### src/include/mcps_pkg.sv
package mcps_pkg;
	localparam logic [7:0] CH_SEMI = 8'h3b;
	localparam logic [7:0] CH_CR = 8'h0d;
	localparam logic [7:0] CH_SPACE = 8'h20;
	localparam logic [7:0] CH_COMMA = 8'h2c;
	localparam logic [7:0] CH_QUERY = 8'h3f;
	localparam logic [7:0] CH_EQ = 8'h3d;
	localparam logic [7:0] CH_MINUS = 8'h2d;
	localparam logic [7:0] CH_COLON = 8'h3a;
	localparam logic [7:0] CH_ZERO = 8'h30;
	localparam logic [7:0] CH_NINE = 8'h39;
	localparam logic [7:0] CH_A = 8'h41;
	localparam logic [7:0] CH_Z = 8'h5a;
	localparam logic [7:0] BIN_CODE_MIN = 8'h80;
	localparam int VEL_SHIFT = 6;
	localparam logic signed [15:0] TORQUE_MAX = 16'sh7f20;
	localparam logic [7:0] RST_CHAR = 8'h00;
	localparam logic [31:0] RST_VALUE = 32'h0000_0000;

	typedef enum logic [2:0] {
		MCPS_IDLE = 3'b000,
		MCPS_SECOND = 3'b001,
		MCPS_ARGS = 3'b011,
		MCPS_DRAIN = 3'b010
	} mcps_state_e;

	typedef struct packed {
		logic [15:0] code;
		logic [7:0] axis_mask;
		logic [1:0] plane_mask;
		logic [7:0] set_mask;
		logic [7:0] query_mask;
		logic stored;
	} mcps_cmd_s;

	typedef struct packed {
		logic move;
		logic pos_mode;
		logic abs_only;
		logic find_edge;
		logic home;
		logic home_ph1;
		logic home_ph2;
		logic coord;
		logic neg_dir;
		logic contour;
		logic slewing;
		logic stopping;
		logic final_decel;
		logic latch_armed;
		logic off_on_err;
		logic motor_off;
	} mcps_axis_flags_s;

	typedef struct packed {
		logic move;
		logic slewing;
		logic stopping;
		logic final_decel;
	} mcps_plane_flags_s;
endpackage

### src/verilog/mcps_parser.sv
`timescale 1ns/1ps
module mcps_parser #(
	parameter int NUM_AXES = 8
) (
	input wire logic mclk,
	input wire logic rst,
	input wire logic in_valid,
	input wire logic [7:0] in_char,
	input wire logic store_prog,
	input wire mcps_pkg::mcps_axis_flags_s [7:0] axis_flags,
	input wire mcps_pkg::mcps_plane_flags_s [1:0] plane_flags,
	input wire logic signed [7:0] [31:0] tell_vel,
	input wire logic signed [7:0] [15:0] drive_code,
	input wire logic signed [7:0] [15:0] adc_code,
	output logic cmd_valid,
	output mcps_pkg::mcps_cmd_s cmd,
	output logic [7:0] [31:0] axis_value,
	output logic bin_valid,
	output logic [7:0] bin_code,
	output logic reply_valid,
	output logic [7:0] reply_char,
	output logic [7:0] [15:0] axis_status,
	output logic [1:0] [15:0] plane_status,
	output logic signed [7:0] [31:0] rec_vel,
	output logic signed [7:0] [15:0] rec_torque,
	output logic signed [7:0] [15:0] rec_analog
);
	typedef struct packed {
		mcps_pkg::mcps_state_e st;
		logic [15:0] code;
		logic [2:0] nf;
		logic [31:0] acc;
		logic neg;
		logic dig;
		logic fq;
		logic bad;
		logic listm;
		logic [1:0] lcnt;
		logic [2:0] lidx;
		logic asg;
		logic [2:0] aidx;
		logic [7:0] amask;
		logic [1:0] pmask;
		logic [7:0] smask;
		logic [7:0] qmask;
		logic [7:0] [31:0] stage;
		logic [7:0] [31:0] vals;
		logic cmd_valid;
		mcps_pkg::mcps_cmd_s cmd;
		logic bin_valid;
		logic [7:0] bin_code;
		logic reply_valid;
		logic [7:0] reply_char;
		logic [7:0] [15:0] axis_status;
		logic [1:0] [15:0] plane_status;
		logic signed [7:0] [31:0] rec_vel;
		logic signed [7:0] [15:0] rec_torque;
		logic signed [7:0] [15:0] rec_analog;
	} mcps_regs_s;

	mcps_regs_s r;
	mcps_regs_s next_r;

	// letter to axis: {axis ok, plane ok, index}; aliases X Y Z W fold onto A B C D
	function automatic logic [4:0] axis_of(input logic [7:0] c);
		logic [4:0] res;
		res = 5'h00;
		if (c >= mcps_pkg::CH_A && c <= 8'h48) begin
			res = {1'b1, 1'b0, c[2:0] - 3'h1};
		end
		case (c)
			8'h58: res = {2'b10, 3'h0};
			8'h59: res = {2'b10, 3'h1};
			8'h5a: res = {2'b10, 3'h2};
			8'h57: res = {2'b10, 3'h3};
			8'h53: res = {2'b01, 3'h0};
			8'h54: res = {2'b01, 3'h1};
			default: ;
		endcase
		if (res[4] && {29'h0, res[2:0]} >= NUM_AXES) begin
			res[4] = 1'b0;
		end
		return res;
	endfunction

	function automatic logic is_upper(input logic [7:0] c);
		return c >= mcps_pkg::CH_A && c <= mcps_pkg::CH_Z;
	endfunction

	logic [7:0] c;
	logic term;
	logic [4:0] ax;
	logic [7:0] dv;
	assign c = in_char;
	assign term = c == mcps_pkg::CH_SEMI || c == mcps_pkg::CH_CR;
	assign ax = axis_of(c);
	assign dv = c - mcps_pkg::CH_ZERO;

	// one character per valid cycle; fields commit on comma or terminator
	always_comb begin
		logic fbad;
		logic [7:0] all;
		fbad = 1'b0;
		all = 8'hff >> (8 - NUM_AXES);
		next_r = r;
		next_r.cmd_valid = 1'b0;
		next_r.bin_valid = 1'b0;
		next_r.reply_valid = 1'b0;
		// status and record scaling run every cycle, independent of parsing
		for (int i = 0; i < 8; i++) begin
			next_r.axis_status[i] = axis_flags[i];
			next_r.rec_vel[i] = tell_vel[i] <<< mcps_pkg::VEL_SHIFT;
			// elements of a packed array are unsigned, so compare as signed on purpose
			if ($signed(drive_code[i]) > mcps_pkg::TORQUE_MAX) begin
				next_r.rec_torque[i] = mcps_pkg::TORQUE_MAX;
			end else if ($signed(drive_code[i]) < -mcps_pkg::TORQUE_MAX) begin
				next_r.rec_torque[i] = -mcps_pkg::TORQUE_MAX;
			end else begin
				next_r.rec_torque[i] = drive_code[i];
			end
			next_r.rec_analog[i] = adc_code[i];
		end
		for (int p = 0; p < 2; p++) begin
			next_r.plane_status[p] = {plane_flags[p].move, 9'h000, plane_flags[p].slewing,
				plane_flags[p].stopping, plane_flags[p].final_decel, 3'h0};
		end
		if (in_valid) begin
			case (r.st)
				mcps_pkg::MCPS_IDLE: begin
					next_r.bad = 1'b0;
					next_r.nf = 3'h0;
					next_r.acc = mcps_pkg::RST_VALUE;
					{next_r.neg, next_r.dig, next_r.fq, next_r.listm, next_r.asg} = 5'h00;
					next_r.lcnt = 2'h0;
					{next_r.amask, next_r.smask, next_r.qmask} = 24'h000000;
					next_r.pmask = 2'h0;
					if (c >= mcps_pkg::BIN_CODE_MIN) begin
						next_r.bin_valid = !store_prog;
						next_r.bin_code = c;
						if (store_prog) begin
							next_r.reply_valid = 1'b1;
							next_r.reply_char = mcps_pkg::CH_QUERY;
						end
					end else if (is_upper(c)) begin
						next_r.code[15:8] = c;
						next_r.st = mcps_pkg::MCPS_SECOND;
					end else if (!term && c != mcps_pkg::CH_SPACE) begin
						next_r.st = mcps_pkg::MCPS_DRAIN;
					end
				end
				mcps_pkg::MCPS_SECOND: begin
					if (is_upper(c)) begin
						next_r.code[7:0] = c;
						next_r.st = mcps_pkg::MCPS_ARGS;
					end else if (term) begin
						next_r.reply_valid = 1'b1;
						next_r.reply_char = mcps_pkg::CH_QUERY;
						next_r.st = mcps_pkg::MCPS_IDLE;
					end else begin
						next_r.st = mcps_pkg::MCPS_DRAIN;
					end
				end
				mcps_pkg::MCPS_ARGS: begin
					if (c == mcps_pkg::CH_SPACE) begin
						next_r.st = r.st;
					end else if (c >= mcps_pkg::CH_ZERO && c <= mcps_pkg::CH_NINE) begin
						fbad = (r.listm && !r.asg) || r.fq;
						next_r.acc = 32'(r.acc * 10) + {24'h0, dv};
						next_r.dig = 1'b1;
					end else if (c == mcps_pkg::CH_MINUS) begin
						fbad = r.dig || r.neg || r.fq || (r.listm && !r.asg);
						next_r.neg = 1'b1;
					end else if (c == mcps_pkg::CH_QUERY) begin
						fbad = r.dig || r.neg || r.fq || r.listm;
						next_r.fq = 1'b1;
					end else if (c == mcps_pkg::CH_EQ) begin
						// single-axis form needs exactly one plain axis letter first
						fbad = !r.listm || r.asg || r.lcnt != 2'h1 || r.pmask != 2'h0;
						next_r.asg = 1'b1;
						next_r.aidx = r.lidx;
					end else if (c == mcps_pkg::CH_COMMA || term) begin
						if (!r.listm) begin
							if (r.neg && !r.dig) begin
								fbad = 1'b1;
							end else if ((r.fq || r.dig) && {29'h0, r.nf} >= NUM_AXES) begin
								fbad = 1'b1;
							end else if (r.fq) begin
								next_r.qmask[r.nf] = 1'b1;
							end else if (r.dig) begin
								next_r.smask[r.nf] = 1'b1;
								next_r.stage[r.nf] = r.neg ? 32'(-r.acc) : r.acc;
							end
							next_r.nf = r.nf + 3'h1;
							fbad = fbad || (c == mcps_pkg::CH_COMMA && r.nf == 3'h7);
						end else if (r.asg) begin
							fbad = c == mcps_pkg::CH_COMMA || !r.dig;
							next_r.smask = 8'h01 << r.aidx;
							next_r.stage[r.aidx] = r.neg ? 32'(-r.acc) : r.acc;
						end else begin
							fbad = c == mcps_pkg::CH_COMMA || r.fq;
						end
						{next_r.acc, next_r.neg, next_r.dig, next_r.fq} = 35'h0;
					end else if (ax[4] || ax[3]) begin
						fbad = r.dig || r.neg || r.fq || r.nf != 3'h0 || r.asg;
						next_r.listm = 1'b1;
						if (r.lcnt != 2'h3) begin
							next_r.lcnt = r.lcnt + 2'h1;
						end
						next_r.lidx = ax[2:0];
						if (ax[4]) begin
							next_r.amask[ax[2:0]] = 1'b1;
						end else begin
							next_r.pmask[ax[0]] = 1'b1;
						end
					end else begin
						fbad = 1'b1;
					end
					next_r.bad = r.bad || fbad;
					if (term) begin
						next_r.st = mcps_pkg::MCPS_IDLE;
						next_r.reply_valid = 1'b1;
						if (r.bad || fbad) begin
							next_r.reply_char = mcps_pkg::CH_QUERY;
						end else begin
							next_r.reply_char = mcps_pkg::CH_COLON;
							next_r.cmd_valid = 1'b1;
							next_r.cmd.code = r.code;
							next_r.cmd.plane_mask = next_r.pmask;
							next_r.cmd.set_mask = next_r.smask;
							next_r.cmd.query_mask = next_r.qmask;
							next_r.cmd.stored = store_prog;
							next_r.cmd.axis_mask = next_r.amask;
							if (!r.listm && next_r.smask == 8'h00 && next_r.qmask == 8'h00
									&& r.nf == 3'h0) begin
								next_r.cmd.axis_mask = all;
							end
							for (int i = 0; i < 8; i++) begin
								if (next_r.smask[i]) begin
									next_r.vals[i] = next_r.stage[i];
								end
							end
						end
					end
				end
				mcps_pkg::MCPS_DRAIN: begin
					// swallow the rest of a bad instruction so its tail is not reparsed
					if (term) begin
						next_r.reply_valid = 1'b1;
						next_r.reply_char = mcps_pkg::CH_QUERY;
						next_r.st = mcps_pkg::MCPS_IDLE;
					end
				end
				default: next_r.st = mcps_pkg::MCPS_IDLE;
			endcase
		end
	end

	always_ff @(posedge mclk or posedge rst) begin
		if (rst) begin
			r <= '0;
		end else begin
			r <= next_r;
		end
	end

	assign cmd_valid = r.cmd_valid;
	assign cmd = r.cmd;
	assign axis_value = r.vals;
	assign bin_valid = r.bin_valid;
	assign bin_code = r.bin_code;
	assign reply_valid = r.reply_valid;
	assign reply_char = r.reply_char;
	assign axis_status = r.axis_status;
	assign plane_status = r.plane_status;
	assign rec_vel = r.rec_vel;
	assign rec_torque = r.rec_torque;
	assign rec_analog = r.rec_analog;
endmodule

### config.mk
export PLATFORM = sky130hd
export DESIGN_NAME = mcps_parser
export DESIGN_NICKNAME = d
export VERILOG_FILES = /design/src/include/mcps_pkg.sv /design/src/verilog/mcps_parser.sv
export SDC_FILE = /design/constraint.sdc
export NUM_CORES = 2
export LEC_CHECK = 0
export CAP_MARGIN = 40
export CORE_AREA = 4 4 644 646
export CTS_CLUSTER_SIZE = 25
export DETAILED_ROUTE_END_ITERATION = 8
export DIE_AREA = 0 0 648 650
export DONT_BUFFER_PORTS = 1
export PLACE_DENSITY = 0.3
export SYNTH_ARGS = -nofsm -noshare
export SYNTH_HDL_FRONTEND = slang
export SYNTH_SLANG_ARGS = --single-unit
### constraint.sdc
create_clock -name mclk -period 62.8 [get_ports mclk]
set_input_delay 12.56 -clock mclk [delete_from_list [all_inputs] [get_ports mclk]]
set_output_delay 12.56 -clock mclk [all_outputs]
set_load 0.005 [all_outputs]
=== Yosys cells after proc, flatten, opt, wreduce, memory -nomap -nowiden ===
Cells that the tools add are included.
Widths: inputs -> output; s select.

* Bits in registers: 1268
* Latch bits: 0
* Memory bits (writable): 0
* Bits in read-only memories: 0
* Input bits: 660
* Output and inout bits: 990
* Word-level logic and storage cells: 363
* Memories: 0

* Add/subtract/negate cells: 6
* Multipliers: 1
* Div/mod/pow operators: 0
* $lt $le $gt $ge: 30
* Eq/ne operators: 52
* Shifts and indexed selects: 1
* Mux-type cells: 118
* Bitwise gates (word level): 6
* Reductions and logical operators: 70

{| class="wikitable"
|+ Operators by type and width
! cell !! count
|-
| $mux 292 || 6
|-
| $mux 256 || 4
|-
| $mux 272 || 2
|-
| $bwmux 256 || 2
|-
| $mux 282 || 1
|-
| $mux 16 || 16
|-
| $demux 32 s3 || 2
|-
| $mux 44 || 3
|-
| $gt 16x16->1 const B || 8
|-
| $lt 16x16->1 const B || 8
|-
| $mux 32 || 4
|-
| $mux 38 || 3
|-
| $pmux 42 s2 || 1
|-
| $mux 8 || 9
|-
| $mux 62 || 1
|-
| $ne 3x3->1 const B || 19
|-
| $pmux 26 s2 || 1
|-
| $eq 8x6->1 const B || 6
|-
| $eq 8x7->1 const B || 6
|-
| $mux 9 || 5
|-
| $reduce_and 5->1 || 8
|-
| $mux 37 || 1
|-
| $pmux 9 s4 || 1
|-
| $mux 35 || 1
|-
| 57 further kinds || 166
|}

=== Depth between registers and ports, before layout ===
* Depth in word-level cells: 28
* Gate-level depth with buffers: 16
* Mapped depth without buffers: 14

=== Worst setup path after synthesis ===
No wires, ideal clock.

* Path type: input to register
* Start: in in_char[4]
* End: reg r, in the netlist axis_value[160]
* Library setup time: 134 ps
* Arrival time: 15179 ps
* Data required time: 62666 ps
* Path slack: 47487 ps
* Cell stages on the path: 14
* Path buffers: 3
* Cell sequence: inv_1 -> ha_1 -> nand2_1 -> a21boi_0 -> mux2_2 -> a31oi_2 -> o211ai_1 -> a32oi_1 -> o21ai_1 -> buf_2 -> nand3_1 -> clkbuf_1 -> clkbuf_1 -> o21ai_0

* Longest elaborated chain between the ends: 17
* Elaborated cells on any way between the ends: 50
* Those cells by class: order compare: 4; eq/ne: 13; mux: 21; bitwise: 1; reduce/logical: 11

{| class="wikitable"
|+ Ends and longest elaborated chain
! element !! RTL line !! text
|-
| from (decl) || mcps_parser.sv:8 || <nowiki>input wire logic [7:0] in_char,</nowiki>
|-
| $ge 8x7->1 / $le 8x7->1 (equally long branches) || mcps_parser.sv:68 || <nowiki>if (c >= mcps_pkg::CH_A && c <= 8'h48) begin</nowiki>
|-
| $logic_and 1x1->1 || mcps_parser.sv:68 ||
|-
| $mux 5 || mcps_parser.sv:68 ||
|-
| $pmux 5 s6 || mcps_parser.sv:71 || <nowiki>case (c)</nowiki>
|-
| $logic_or 1x1->1 || mcps_parser.sv:203 || <nowiki>end else if (ax[4] || ax[3]) begin</nowiki>
|-
| $mux 1 || mcps_parser.sv:203 ||
|-
| $mux 1 || mcps_parser.sv:181 || <nowiki>end else if (c == mcps_pkg::CH_COMMA || term) begin</nowiki>
|-
| $mux 1 || mcps_parser.sv:176 || <nowiki>end else if (c == mcps_pkg::CH_EQ) begin</nowiki>
|-
| $mux 1 || mcps_parser.sv:173 || <nowiki>end else if (c == mcps_pkg::CH_QUERY) begin</nowiki>
|-
| $mux 1 || mcps_parser.sv:170 || <nowiki>end else if (c == mcps_pkg::CH_MINUS) begin</nowiki>
|-
| $mux 1 || mcps_parser.sv:166 || <nowiki>end else if (c >= mcps_pkg::CH_ZERO && c <= mcps_pkg::CH_NINE) begin</nowiki>
|-
| $mux 1 || mcps_parser.sv:164 || <nowiki>if (c == mcps_pkg::CH_SPACE) begin</nowiki>
|-
| $mux 1 || mcps_parser.sv:128 || <nowiki>case (r.st)</nowiki>
|-
| $mux 1 || mcps_parser.sv:127 || <nowiki>if (in_valid) begin</nowiki>
|-
| $logic_or 1x1->1 || mcps_parser.sv:222 || <nowiki>if (r.bad || fbad) begin</nowiki>
|-
| $not 1->1 (no source line) || n/a ||
|-
| $reduce_and 5->1 (no source line) || n/a ||
|-
| to (signal assigned) || mcps_parser.sv:262 || <nowiki>r <= next_r;</nowiki>
|-
| to (decl) || mcps_parser.sv:61 || <nowiki>mcps_regs_s r;</nowiki>
|}

Parallel ways exist; a longest one is shown, timed or not. The select of a mux whose other input is x is not followed.
A chain may end at the register's enable or synchronous reset.

=== Worst setup path in the final report ===
* Start: in in_char[4]
* End: reg r[1182] in the netlist's numbering

* Longest elaborated chain between the ends: 11
* Elaborated cells on any way between the ends: 20
* Those cells by class: order compare: 2; eq/ne: 7; mux: 8; reduce/logical: 3

{| class="wikitable"
|+ Ends and longest elaborated chain
! element !! RTL line !! text
|-
| $eq 8x6->1 / $eq 8x4->1 (equally long branches) || mcps_parser.sv:95 || <nowiki>assign term = c == mcps_pkg::CH_SEMI || c == mcps_pkg::CH_CR;</nowiki>
|-
| $logic_or 1x1->1 || mcps_parser.sv:95 ||
|-
| $logic_or 1x1->1 || mcps_parser.sv:181 ||
|-
| $mux 272 || mcps_parser.sv:181 ||
|-
| $mux 282 || mcps_parser.sv:176 ||
|-
| $mux 292 || mcps_parser.sv:173 ||
|-
| $mux 292 || mcps_parser.sv:170 ||
|-
| $mux 292 || mcps_parser.sv:166 ||
|-
| $mux 292 (*) || mcps_parser.sv:164 ||
|-
| $mux 292 (*) || mcps_parser.sv:128 ||
|-
| $mux 292 (*) || mcps_parser.sv:127 ||
|}

Mark *: on every way between the ends. The rest lies on a longest branch, timed or not. The select of a mux whose other input is x is not followed.

==> load_flow_metrics.sql <==
INSERT INTO impl_metrics (metric_group, metric, value, unit) VALUES
('global_route', 'global_route.usage.total', '13.6', '%'),
('clocking', 'path_clk_slew', '60', 'ps'),
('finish', 'n_fill_cell', '45600', ''),
('sta', 'final.setup.tns', '0', 'ps'),
('setup_path', 'rrSetupSlack', '58210', 'ps'),
('clocking', 'postCtsSetupRepairBufs', '0', ''),
('die', 'initial_core_util', '13.6', '%'),
('setup_path', 'crit_path_end_kind', 'register', ''),
('flow_run', 'max-cap-violations', '0', ''),
('synthesis', 'post_synth_arst_share', '100', '%'),
('routing', 'routed_wirelength', '298000', 'um'),
('finish', 'multi_input_comb_area', '15800', 'um^2'),
('clocking', 'postCtsResizedCells', '0', ''),
('global_route', 'globalRouteMet2Util', '24.1', '%'),
('placement', 'place_area', '56200', 'um^2'),
('sta', 'finalWorstSetupSlack', '46500', 'ps'),
('setup_path', 'timing.critical_path.from_type', 'input port', ''),
('die', 'num_io_pins', '1650', ''),
('power', 'share_comb_of_total_power', '4.0', '%'),
('global_route', 'grt_peak_use_layer', 'met2', ''),
('synthesis', 'synth_area', '55500', 'um^2'),
('placement', 'pre_cts_slack', '45380', 'ps'),
('clocking', 'cts_hold_fix_bufs', '0', ''),
('synthesis', 'synth.top_cells.by_area', 'dfrtp_1 (57%), buf_4 (13%), o21ai_0 (5.9%)', ''),
('global_route', 'grt_pass1_vias', '33200', ''),
('sta', 'final_hold_viol_count', '0', ''),
('synthesis', 'ys.warnings.count', '0', ''),
('finish', 'layout-drive-gt1-share', '11.8', '%'),
('synthesis', 'synth_enable_flop_cells', '0', ''),
('setup_path', 'worst_endpoint_data_arrival_time', '17040', 'ps'),
('synthesis', 'yosysTopAreaCellShare', '57.2', '%'),
('clocking', 'htree_levels', '4', ''),
('finish', 'post-route-cell-area', '62500', 'um^2'),
('routing', 'vias_per_cell', '3.33', ''),
('global_route', 'gr-total-overflow', '0', ''),
('clocking', 'numClockSinks', '1267', ''),
('clocking', 'cts_tree', 'built', ''),
('setup_path', 'criticalPathCategory', 'input port to register', ''),
('clocking', 'clock_latency', '900', 'ps'),
('global_route', 'grt_max_degree', '92', ''),
('setup_path', 'critPathMaxFanout', '66', ''),
('sta', 'setup_viol', '0', ''),
('synthesis', 'postSynthCellCount', '5368', ''),
('sta', 'worst_pin_slew', '941', 'ps'),
('finish', 'highest_count_cells_in_the_layout_ignoring_fill_and_taps', 'dfrtp_1 (1267), nand2_1 (690), o21ai_0 (649)', ''),
('routing', 'detail_route.wl_per_cell', '29.4', 'um'),
('finish', 'layout.cells.most_common', 'dfrtp_1', ''),
('run_status', 'status', 'complete, no violations', ''),
('hold_path', 'hold_path_class', 'register to register', ''),
('finish', 'sequential_cell_area', '31700', 'um^2'),
('routing', 'drt_iter0_markers', '2065', ''),
('synthesis', 'synth.lib_cells_used.distinct', '96', ''),
('synthesis', 'post_synthesis_average_cell_area', '10.3', 'um^2'),
('power', 'pwr_density_cell', '33.1', 'nW/um^2'),
('power', 'netSwitchingFraction', '26.1', '%'),
('synthesis', 'yosys.area.top_type', 'dfrtp_1', ''),
('clocking', 'cts_inserted_buffers', '173', ''),
('die', 'core', '409000', 'um^2'),
('routing', 'drt.antenna.violating_nets', '0', ''),
('sta', 'setup_repair_after_global_routing_missed_its_margin', 'no', ''),
('placement', 'port_buffers', '0', ''),
('sta', 'timing.final.max_slew_violations', '0', ''),
('sta', 'worst_hold_slack', '466', 'ps'),
('power', 'power_leakage', '25.8', 'nW'),
('power', 'internal-power', '1.53', 'mW'),
('sta', 'fin_crit', '16300', 'ps'),
('global_route', 'met3_usage', '4.07', '%'),
('finish', 'finalNetCount', '5234', ''),
('global_route', 'grt_pass1_wl', '378000', 'um'),
('routing', 'number_of_iterations_in_the_first_detailed_routing_pass', '7', ''),
('die', 'total_die_area', '421000', 'um^2');
metrics by stage:
stage          instances  power, mW
6_report           10100       2.07
5_1_grt            10100       2.16
4_1_cts            10100       2.13
3_5_place_dp        9758       1.00
3_3_place_gp        9718      0.997
2_1_floorplan       5439      0.970
power by group through the flow:
| stage | Combinational [mW] | Sequential [mW] | Clock (mW) |
|---|---|---|---|
| final | 0.0837 | 0.900 | 1.09 |
| after global routing | 0.0956 | 0.902 | 1.17 |
| after CTS | 0.0871 | 0.902 | 1.14 |
| after detailed placement | 0.0868 | 0.916 | 0 |
| after global placement | 0.0787 | 0.918 | 0 |
| after floorplan | 0.0962 | 0.874 | 0 |
logic make-up (layout without fill, tap and decap cells):
kind of cell | Yosys count | after routing | synth area share (%)
and+or+nand+nor | 1364 | 1364 | 10.9
buffers and inverters | 1349 | 537 | 16.0
DFF | 1267 | 1267 | 57.2
AOI/OAI and AO/OA | 1186 | 1186 | 11.9
adders and majority gates | 91 | 91 | 2.08
xor gates and xnor gates | 76 | 76 | 1.28
muxes | 34 | 34 | 0.663
other | 1 | 111 | 0.00676
cells in the mapped netlist (all sizes together) (14+ instances only):
cell type	number
ha	89
nand4	27
a21o	22
nor4	17
dfrtp	1267
xnor2	34
and2	61
xor2	42
clkbuf	197
or4	14
inv	100
nand3	45
a31oi	18
o31ai	16
mux2	22
o21ai	670
nor3	30
o41ai	15
nand2	694
buf	1052
nor2b	37
and3	14
o21a	21
a21oi	330
nand2b	35
nor2	344
registers in the layout (all words and copies together), names as in the netlist:
| register | count |
|---|---|
| axis_value | 256 |
| r | 349 |
| reply_valid | 1 |
| rec_vel | 208 |
| axis_status | 128 |
| rec_torque | 128 |
| cmd | 43 |
| rec_analog | 128 |
| bin_code | 8 |
| cmd_valid | 1 |
| bin_valid | 1 |
| plane_status | 8 |
| reply_char | 8 |
area by class of cell:
type / instances / share of cell area, %
flip-flops and latches: 1267 / 50.7
multi-input cells: 2823 / 25.2
well taps: 5451 / 10.9
clock buffers: 212 / 7.60
repair buffers: 118 / 2.42
clock inverters: 107 / 2.36
inverters: 100 / 0.612
diodes: 39 / 0.156
path summary, 6_finish.rpt:
check                           depth (start not counted)  startpoint              end
worst max-delay path                                   11  in_char[4]          r[1182]
worst min-delay path                                    1     r[1327]          r[1327]
worst max register to register                         14     r[1289]          r[1317]
worst min register to register                          1     r[1327]          r[1327]
max in group asynchronous                               9         rst  axis_value[165]
min in group asynchronous                               1         rst     rec_vel[124]
per-layer routing:
| layer | wire length, um | part of all wire, % | up-vias |
|---|---|---|---|
| met2 | 149000 | 50 | 1364 |
| met5 | 113 | 0.038 | - |
| li1 | - | - | 15000 |
| met3 | 21900 | 7.4 | 461 |
| met4 | 10500 | 3.5 | 18 |
| met1 | 116000 | 39 | 16800 |
critical path: stages:
cell and delay [ps]:
inv_1 280, ha_1 340, nand3_1 130, a211oi_1 670
o211ai_1 280, or2_1 540, a21oi_4 220, buf_4 660
nor2b_4 270, buf_4 610, mux2_2 410
Power figures use the tool's default switching activity.
